`src/rtl/fault_sim_cfg.svh`:
```
// offsets, field positions, reset values and timing counts of the sequencer
`ifndef FAULT_SIM_CFG_SVH
`define FAULT_SIM_CFG_SVH
`define CLK_HZ          25000000
`define RESET_PHASE_MS  100
`define RESET_PHASE_CYC ((`CLK_HZ / 1000) * `RESET_PHASE_MS)
`define REARM_S         5
`define REARM_CYC       (`CLK_HZ * `REARM_S)
// phase currents in per-mille of nominal; 0.1 x nominal is 100
`define OC_LIMIT_PM     16'h0064
// simulation frequency is 0.16 % above rated: factor 10016 / 10000
`define FREQ_NUM        32'h00002720
`define FREQ_DEN        32'h00002710
// register byte offsets
`define A_CTRL          12'h000
`define A_STATUS        12'h004
`define A_PRE_T         12'h008
`define A_FLT_T         12'h00c
`define A_POST_T        12'h010
`define A_RATED_F       12'h014
`define A_SIM_F         12'h018
`define A_VQ_BASE       12'h040
`define A_IQ_BASE       12'h060
// ctrl fields
`define C_START         0
`define C_STOP          1
`define C_HOT           2
`define C_FPOST_EN      3
`define C_XSTART_EN     4
`define C_BLKA_EN       5
`define C_BLKB_EN       6
// reset values
`define PRE_T_RST       32'h00000000
`define RATED_F_RST     32'h00000000
`endif

```
`src/rtl/fault_sim_pkg.sv`:
```
// types of the fault simulation sequencer
package fault_sim_pkg;
    typedef enum logic [2:0] {
        ST_NORMAL, ST_PRE, ST_FAULT, ST_POST, ST_RESET_IN, ST_RESET_OUT
    } seq_state_e;
    typedef logic [31:0] word_t;
endpackage : fault_sim_pkg

```
`src/rtl/fault_simulation_sequencer.sv`:
```
// fault simulation sequencer with apb register file
//
// The implementer's own choices: the register offsets and the APB interface to the registers.
`include "fault_sim_cfg.svh"

module fault_simulation_sequencer #(
    parameter int          NCH       = 4,
    parameter int unsigned REARM_CYC = `REARM_CYC,
    parameter int unsigned RESET_CYC = `RESET_PHASE_CYC
) (
    input  wire logic              pclk,
    input  wire logic              presetn,
    input  wire logic              psel,
    input  wire logic              penable,
    input  wire logic              pwrite,
    input  wire logic [11:0]       paddr,
    input  wire logic [31:0]       pwdata,
    output logic      [31:0]       prdata,
    output logic                   pready,
    output logic                   pslverr,
    input  wire logic              external_block_a,
    input  wire logic              external_block_b,
    input  wire logic              external_jump_to_postfault,
    input  wire logic              external_sim_start,
    input  wire logic [NCH*16-1:0] phase_current_pm,
    input  wire logic [NCH*16-1:0] meas_voltage,
    input  wire logic [NCH*16-1:0] meas_current,
    input  wire logic              trip_command,
    output logic      [NCH*16-1:0] prot_voltage,
    output logic      [NCH*16-1:0] prot_current,
    output logic                   prot_reinit,
    output logic                   trip_out,
    output logic                   energy_hold,
    output logic      [2:0]        phase_code,
    output logic      [31:0]       sim_freq
);

    // pin synchronisers, stage one read by stage two only
    logic [3:0] pin_s1_reg;
    logic [3:0] pin_s2_reg;
    always_ff @(posedge pclk or negedge presetn)
    begin
        if (!presetn)
        begin
            pin_s1_reg <= 4'h0;
            pin_s2_reg <= 4'h0;
        end
        else
        begin
            pin_s1_reg <= {external_sim_start, external_jump_to_postfault,
                           external_block_b, external_block_a};
            pin_s2_reg <= pin_s1_reg;
        end
    end

    // registers
    logic [6:0]                ctrl_reg;
    fault_sim_pkg::word_t      pre_t_reg;
    fault_sim_pkg::word_t      flt_t_reg;
    fault_sim_pkg::word_t      post_t_reg;
    fault_sim_pkg::word_t      rated_f_reg;
    logic [15:0]               vq_reg [3][NCH];
    logic [15:0]               iq_reg [3][NCH];
    fault_sim_pkg::seq_state_e state_reg;
    logic [31:0]               cnt_reg;
    logic [31:0]               rearm_reg;
    logic                      abort_reg;

    wire wr = psel && penable && pwrite;
    wire rd_ok_start = wr && paddr == `A_CTRL && pwdata[`C_START];
    wire stop_cmd    = wr && paddr == `A_CTRL && pwdata[`C_STOP];

    // decodes a quantity slot: phase index 0..2, channel index
    function automatic logic slot_hit(input logic [11:0] a,
                                      input logic [11:0] base,
                                      input int ph, input int ch);
        slot_hit = a == base + 12'((ph * NCH + ch) * 4);
    endfunction : slot_hit

    // overcurrent on any real phase channel
    logic oc;
    always_comb
    begin
        oc = 1'b0;
        for (int c = 0; c < NCH; c++)
            if (phase_current_pm[c*16 +: 16] > `OC_LIMIT_PM)
                oc = 1'b1;
    end

    wire blocked = (ctrl_reg[`C_BLKA_EN] && pin_s2_reg[0]) ||
                   (ctrl_reg[`C_BLKB_EN] && pin_s2_reg[1]);
    wire inhibit = oc || abort_reg || blocked;
    wire xstart  = ctrl_reg[`C_XSTART_EN] && pin_s2_reg[3];
    wire fpost   = ctrl_reg[`C_FPOST_EN] && pin_s2_reg[2];
    // stop wins over a start carried in the same write
    wire go      = (rd_ok_start || xstart) && !stop_cmd && !inhibit;

    // control register and per-phase settings
    always_ff @(posedge pclk or negedge presetn)
    begin
        if (!presetn)
        begin
            ctrl_reg    <= 7'h00;
            pre_t_reg   <= `PRE_T_RST;
            flt_t_reg   <= `PRE_T_RST;
            post_t_reg  <= `PRE_T_RST;
            rated_f_reg <= `RATED_F_RST;
            for (int p = 0; p < 3; p++)
                for (int c = 0; c < NCH; c++)
                begin
                    vq_reg[p][c] <= 16'h0000;
                    iq_reg[p][c] <= 16'h0000;
                end
        end
        else if (wr)
        begin
            // start and stop are strobes, never stored
            if (paddr == `A_CTRL)
                ctrl_reg <= {pwdata[6:2], 2'b00};
            if (paddr == `A_PRE_T)
                pre_t_reg <= pwdata;
            if (paddr == `A_FLT_T)
                flt_t_reg <= pwdata;
            if (paddr == `A_POST_T)
                post_t_reg <= pwdata;
            if (paddr == `A_RATED_F)
                rated_f_reg <= pwdata;
            for (int p = 0; p < 3; p++)
                for (int c = 0; c < NCH; c++)
                begin
                    // voltages held as phase-to-neutral values
                    if (slot_hit(paddr, `A_VQ_BASE, p, c))
                        vq_reg[p][c] <= pwdata[15:0];
                    if (slot_hit(paddr, `A_IQ_BASE, p, c))
                        iq_reg[p][c] <= pwdata[15:0];
                end
        end
    end

    // overcurrent abort latch with five second rearm
    always_ff @(posedge pclk or negedge presetn)
    begin
        if (!presetn)
        begin
            abort_reg <= 1'b0;
            rearm_reg <= 32'h0;
        end
        else if (oc)
        begin
            rearm_reg <= 32'h0;
            if (state_reg != fault_sim_pkg::ST_NORMAL)
                abort_reg <= 1'b1;
        end
        else if (abort_reg)
        begin
            // low current must stand unbroken for the full interval
            if (rearm_reg >= REARM_CYC - 1)
                abort_reg <= 1'b0;
            rearm_reg <= rearm_reg + 32'h1;
        end
    end

    // sequencer
    always_ff @(posedge pclk or negedge presetn)
    begin
        if (!presetn)
        begin
            state_reg <= fault_sim_pkg::ST_NORMAL;
            cnt_reg   <= 32'h0;
        end
        else if (state_reg != fault_sim_pkg::ST_NORMAL && (oc || stop_cmd))
        begin
            // abort skips the closing reset phase: stop acts at once
            state_reg <= fault_sim_pkg::ST_NORMAL;
            cnt_reg   <= 32'h0;
        end
        else
        begin
            cnt_reg <= cnt_reg + 32'h1;
            case (state_reg)
                fault_sim_pkg::ST_NORMAL:
                begin
                    cnt_reg <= 32'h0;
                    if (go)
                        state_reg <= fault_sim_pkg::ST_RESET_IN;
                end
                fault_sim_pkg::ST_RESET_IN:
                    if (cnt_reg >= RESET_CYC - 1)
                    begin
                        state_reg <= fault_sim_pkg::ST_PRE;
                        cnt_reg   <= 32'h0;
                    end
                fault_sim_pkg::ST_PRE:
                    if (fpost)
                    begin
                        state_reg <= fault_sim_pkg::ST_POST;
                        cnt_reg   <= 32'h0;
                    end
                    else if (cnt_reg + 32'h1 >= pre_t_reg)
                    begin
                        state_reg <= fault_sim_pkg::ST_FAULT;
                        cnt_reg   <= 32'h0;
                    end
                fault_sim_pkg::ST_FAULT:
                    if (fpost || cnt_reg + 32'h1 >= flt_t_reg)
                    begin
                        state_reg <= fault_sim_pkg::ST_POST;
                        cnt_reg   <= 32'h0;
                    end
                fault_sim_pkg::ST_POST:
                    if (cnt_reg + 32'h1 >= post_t_reg)
                    begin
                        state_reg <= fault_sim_pkg::ST_RESET_OUT;
                        cnt_reg   <= 32'h0;
                    end
                fault_sim_pkg::ST_RESET_OUT:
                    if (cnt_reg >= RESET_CYC - 1)
                    begin
                        state_reg <= fault_sim_pkg::ST_NORMAL;
                        cnt_reg   <= 32'h0;
                    end
                default:
                    state_reg <= fault_sim_pkg::ST_NORMAL;
            endcase
        end
    end

    // phase code and quantity select of the present state
    logic [2:0] code_next;
    logic [1:0] qsel;
    always_comb
    begin
        qsel = 2'd0;
        case (state_reg)
            fault_sim_pkg::ST_NORMAL:    code_next = 3'h0;
            fault_sim_pkg::ST_PRE:       code_next = 3'h1;
            fault_sim_pkg::ST_FAULT:
            begin
                code_next = 3'h2;
                qsel      = 2'd1;
            end
            fault_sim_pkg::ST_POST:
            begin
                code_next = 3'h3;
                qsel      = 2'd2;
            end
            default:                     code_next = 3'h4;
        endcase
    end

    // outputs, all registered
    always_ff @(posedge pclk or negedge presetn)
    begin
        if (!presetn)
        begin
            phase_code   <= 3'h0;
            prot_reinit  <= 1'b0;
            trip_out     <= 1'b0;
            energy_hold  <= 1'b0;
            prot_voltage <= '0;
            prot_current <= '0;
            sim_freq     <= 32'h0;
        end
        else
        begin
            phase_code  <= code_next;
            prot_reinit <= code_next == 3'h4;
            energy_hold <= code_next != 3'h0;
            // cold mode keeps trips internal outside ST_NORMAL, hot lets them out
            trip_out    <= trip_command &&
                           (code_next == 3'h0 ||
                            ctrl_reg[`C_HOT]);
            sim_freq    <= 32'((64'(rated_f_reg) * `FREQ_NUM) /
                               `FREQ_DEN);
            for (int c = 0; c < NCH; c++)
            begin
                prot_voltage[c*16 +: 16] <= code_next == 3'h0 ?
                    meas_voltage[c*16 +: 16] : vq_reg[qsel][c];
                prot_current[c*16 +: 16] <= code_next == 3'h0 ?
                    meas_current[c*16 +: 16] : iq_reg[qsel][c];
            end
        end
    end

    // apb read path, zero wait states
    always_ff @(posedge pclk or negedge presetn)
    begin
        if (!presetn)
            prdata <= 32'h0;
        else if (psel && !penable && !pwrite)
        begin
            prdata <= 32'h0;
            case (paddr)
                `A_CTRL:    prdata <= {25'h0, ctrl_reg};
                `A_STATUS:  prdata <= {24'h0, blocked, oc, abort_reg,
                                       2'b00, code_next};
                `A_PRE_T:   prdata <= pre_t_reg;
                `A_FLT_T:   prdata <= flt_t_reg;
                `A_POST_T:  prdata <= post_t_reg;
                `A_RATED_F: prdata <= rated_f_reg;
                `A_SIM_F:   prdata <= sim_freq;
                default:
                    for (int p = 0; p < 3; p++)
                        for (int c = 0; c < NCH; c++)
                        begin
                            if (slot_hit(paddr, `A_VQ_BASE, p, c))
                                prdata <= {16'h0, vq_reg[p][c]};
                            if (slot_hit(paddr, `A_IQ_BASE, p, c))
                                prdata <= {16'h0, iq_reg[p][c]};
                        end
            endcase
        end
    end

    // pready low in reset and high from the first clock after it, no errors: unmapped reads zero
    always_ff @(posedge pclk or negedge presetn)
    begin
        if (!presetn)
        begin
            pready  <= 1'b0;
            pslverr <= 1'b0;
        end
        else
        begin
            pready  <= 1'b1;
            pslverr <= 1'b0;
        end
    end

    a_cold_trip_gate: assert property (@(posedge pclk) disable iff (!presetn)
        phase_code != 3'h0 && !ctrl_reg[`C_HOT] |-> !trip_out)
        else $error("trip left device in cold mode");
    a_oc_abort: assert property (@(posedge pclk) disable iff (!presetn)
        oc && state_reg != fault_sim_pkg::ST_NORMAL |=> 
        state_reg == fault_sim_pkg::ST_NORMAL)
        else $error("overcurrent did not abort");
    a_stop_ends: assert property (@(posedge pclk) disable iff (!presetn)
        stop_cmd |=> state_reg == fault_sim_pkg::ST_NORMAL)
        else $error("stop did not end run");
    a_force_post: assert property (@(posedge pclk) disable iff (!presetn)
        fpost && !oc && !stop_cmd && (state_reg == fault_sim_pkg::ST_PRE ||
        state_reg == fault_sim_pkg::ST_FAULT) |=>
        state_reg == fault_sim_pkg::ST_POST)
        else $error("force-post ignored");
    a_pre_after_reset: assert property (@(posedge pclk) disable iff (!presetn)
        $changed(state_reg) && state_reg == fault_sim_pkg::ST_PRE |->
        $past(state_reg) == fault_sim_pkg::ST_RESET_IN)
        else $error("pre-fault without reset phase");
    a_block_start: assert property (@(posedge pclk) disable iff (!presetn)
        state_reg == fault_sim_pkg::ST_NORMAL && blocked |=>
        state_reg == fault_sim_pkg::ST_NORMAL)
        else $error("blocked start taken");
    a_energy_hold: assert property (@(posedge pclk) disable iff (!presetn)
        ##1 energy_hold == ($past(state_reg) != fault_sim_pkg::ST_NORMAL))
        else $error("energy hold wrong");
    a_phase_code: assert property (@(posedge pclk) disable iff (!presetn)
        state_reg == fault_sim_pkg::ST_FAULT && $stable(state_reg) |=>
        phase_code == 3'h2)
        else $error("fault code wrong");
    a_rearm_hold: assert property (@(posedge pclk) disable iff (!presetn)
        abort_reg && state_reg == fault_sim_pkg::ST_NORMAL |=>
        state_reg == fault_sim_pkg::ST_NORMAL)
        else $error("start during rearm");

endmodule : fault_simulation_sequencer

```
`config.mk`:
```
export PLATFORM = sky130hd
export DESIGN_NAME = fault_simulation_sequencer
export DESIGN_NICKNAME = d
export VERILOG_FILES = /design/src/rtl/fault_sim_pkg.sv /design/src/rtl/fault_simulation_sequencer.sv
export VERILOG_INCLUDE_DIRS = /design/src /design/src/rtl
export SDC_FILE = /design/constraint.sdc
export NUM_CORES = 2
export LEC_CHECK = 0
export BUFFER_PORTS_ARGS = -buffer_cell sky130_fd_sc_hd__buf_2
export CAP_MARGIN = 40
export CORE_MARGIN = 10
export CORE_UTILIZATION = 30
export DETAILED_ROUTE_END_ITERATION = 16
export HOLD_SLACK_MARGIN = 0.12
export RECOVER_POWER = 25
export SLEW_MARGIN = 25
export SYNTH_ARGS = -nofsm -noshare
export SYNTH_HDL_FRONTEND = slang
export SYNTH_SLANG_ARGS = --single-unit
```
`constraint.sdc`:
```
create_clock -name pclk -period 67.8 [get_ports pclk]
set_clock_uncertainty 0.05 [all_clocks]
set_input_delay 6.78 -clock pclk [delete_from_list [all_inputs] [get_ports pclk]]
set_output_delay 6.78 -clock pclk [all_outputs]
set_load 0.005 [all_outputs]
```
==> results.toml <==
[placement]
place_congestion = 0.966
placed_cells = 8749
numPortBuffers = 444
placed_area_mm2 = 0.0604
dp_hpwl_um = 179000

[floorplanning]
dieArea_mm2 = 0.202
die_h_um = 449
rows = 157
initial_core_util_pct = 30.2
die_w_um = 449
pin_count = 446
core-area_mm2 = 0.183

[clocking]
cts_tree = "done"
post_cts_buffers = 0
cts_root_buffer = "clkbuf_16"
cts_hold_buf = 0
path_clk_slew_ns = 0.06
worst_skew_pair.late_latency_ns = 0.74
cts-htree-levels = 3
numCtsBuffers = 83
cts.sinks = 728
cts_buffer_depth = 3
ctsResizeCount = 0

[setup_path]
crit_type = "reg -> reg"
endpoint_kind = "flip-flop"
cp_max_fo = 17
critPathRequiredTime_ns = 68.33
cp-start-kind = "flip-flop"
cpPeakStageDelay_ns = 0.72
cp_slowest_cell = "o31a_1"
arrival_ns = 40.99
path_common_cell = "o21ai_1"

[min_path]
worstHoldPathType = "reg -> reg"

[detailed_routing]
first_iter_violations = 5447
vias = 52435
wirelength_um = 232000
dr.pass1.iters = 6
ant_nets = 0
wl_per_cell_um = 26.0
drc = 0
avgViaCountPerCell = 5.88

[synthesis]
synth_edf_count = 0
avgSynthCellArea_um2 = 9.14
yosys_most_used_dff = "dfrtp_1"
ys_seq_area_share_pct = 33.0
ys_async_sr_fraction_pct = 100
yosysWarnings = 0
synth_area_mm2 = 0.0552
synth_seq_cells = 728
synth.distinct_cells = 153
syn-num-nets = 6582
synthCells = 6038

[global_route]
overflow = 0
grt_max_degree = 116
grt_use_total_pct = 21.9
grt_pass1_vias = 51162
antenna_found_initial = 21
grt_pass1_wl_um = 344000

[timing]
setup_tns_ns = 0
relSlewSlack_pct = -340
worst_pin_slew_ns = 6.60
grt_setup_unrepaired = "false"
finalSetupViolCount = 0
fin_crit_sh_pct = 59.7
slew_violations = 353
hold_viol = 0
fmax_mhz = 24.7
fin_crit_ns = 40.46

[final_layout]
final_cell_mix = "dfrtp_1, nand2_1, mux2_2, buf_2, nor2_1"
final_core_util_pct = 34.6
fin_area_mm2 = 0.0633
final_common_cell = "dfrtp_1"
syn2layout_area_growth_pct = 14.7
final_nets = 6931
largest_register_ffs = 192
stdcell_count = 8923
drive_gt1_share_pct = 19.4

[outcome]
status = "finished with violations"
violations = "capacitance limit, slew limit"

[run]
maxCapViolations = 7
through the flow:
stage	hold slack, ns	setup slack (ns)
after floorplan	0.281	35.73
after global placement	0.290	28.37
after detailed placement	0.294	27.62
after CTS	0.300	27.42
after global routing	0.307	23.84
final	0.297	27.34
layout make-up:
cell class                 count  area (um2)
fill                       18833      120000
multi-input combinational   4679       34700
timing repair buffer         564        3230
inverter                     331        1240
clock buffer                 110        2310
clock inverter                36         519
sequential                   728       18200
antenna                       11        27.5
tap                         2464        3080
logic make-up (layout without fill, tap and decap cells):
kind of cell    count (synthesis)  after routing  synth area share [%]
compound gates               1783           1783                  24.0
xor+xnor                      296            296                  4.98
fa+ha+maj                     311            311                  8.16
buf+inv                       631           1041                  4.50
flops                         728            728                  33.0
mux                           446            446                  9.03
other cells                     2             13                0.0136
simple gates                 1841           1841                  16.4
Yosys cell counts, types with 17 or more instances:
library cell / n / area, um2
dfrtp_1: 728 / 18200
nand2_1: 645 / 2420
mux2_2: 402 / 4530
nor2_1: 347 / 1300
inv_1: 317 / 1190
a21oi_1: 309 / 1550
clkbuf_1: 237 / 890
o21ai_0: 223 / 1120
ha_1: 212 / 2650
xnor2_1: 178 / 1560
a22oi_1: 147 / 1100
nand3_1: 132 / 661
a31oi_1: 129 / 807
nor3_1: 125 / 626
xor2_1: 100 / 876
nand4_1: 95 / 594
and3_1: 93 / 582
fa_1: 86 / 1720
a221o_1: 82 / 821
o22ai_1: 82 / 513
and2_1: 73 / 457
a21o_1: 61 / 458
o21ai_1: 59 / 295
o211ai_1: 56 / 420
nor4_1: 50 / 313
nand2b_1: 49 / 307
a211oi_1: 42 / 315
o21a_1: 42 / 315
a221oi_1: 41 / 359
a22o_1: 39 / 342
nor2b_1: 39 / 244
mux2i_1: 37 / 370
o31ai_1: 34 / 255
a222oi_1: 32 / 320
or3_1: 32 / 200
buf_1: 22 / 82.6
buf_2: 22 / 110
o2111ai_1: 22 / 193
or2_1: 21 / 131
a211o_1: 20 / 175
or2_2: 20 / 125
or4_1: 19 / 143
o221ai_1: 18 / 158
a311oi_1: 17 / 149
and4_1: 17 / 149
worst max-delay path, delay by kind of cell (launching register included):
family                     cells  cell delay (ns)
AOI/OAI and AO/OA             63            21.44
and+or+nand+nor               28             9.16
xor gates and xnor gates      11             4.33
adders and majority gates      5             2.19
muxes                          5             1.75
DFF                            1             0.63
buffers and inverters          5             0.63
layer usage:
metal | vias up | GRT usage (%) | wire (um)
met4 | 14 | 14.3 | 17500
met1 | 25941 | 26.2 | 89600
met5 | - | 0 | 98
met2 | 2539 | 36.5 | 109000
li1 | 23315 | - | -
met3 | 626 | 3.42 | 16000
worst paths after layout:
path                                 from            end  slack, ns  cells past startpoint
setup / recovery           rated_f_reg[4]    sim_freq[0]      27.34                    117
hold / removal              pin_s1_reg[0]  pin_s2_reg[0]       0.30                      0
setup reg to reg           rated_f_reg[4]    sim_freq[0]      27.34                    117
hold reg to reg             pin_s1_reg[0]  pin_s2_reg[0]       0.30                      0
max in group asynchronous         presetn   sim_freq[20]      53.04                      6
min in group asynchronous         presetn    prot_reinit       8.51                      1
Power is not shown: default switching activity piles up to over one toggle a cycle in this logic, so the estimate is an artifact.
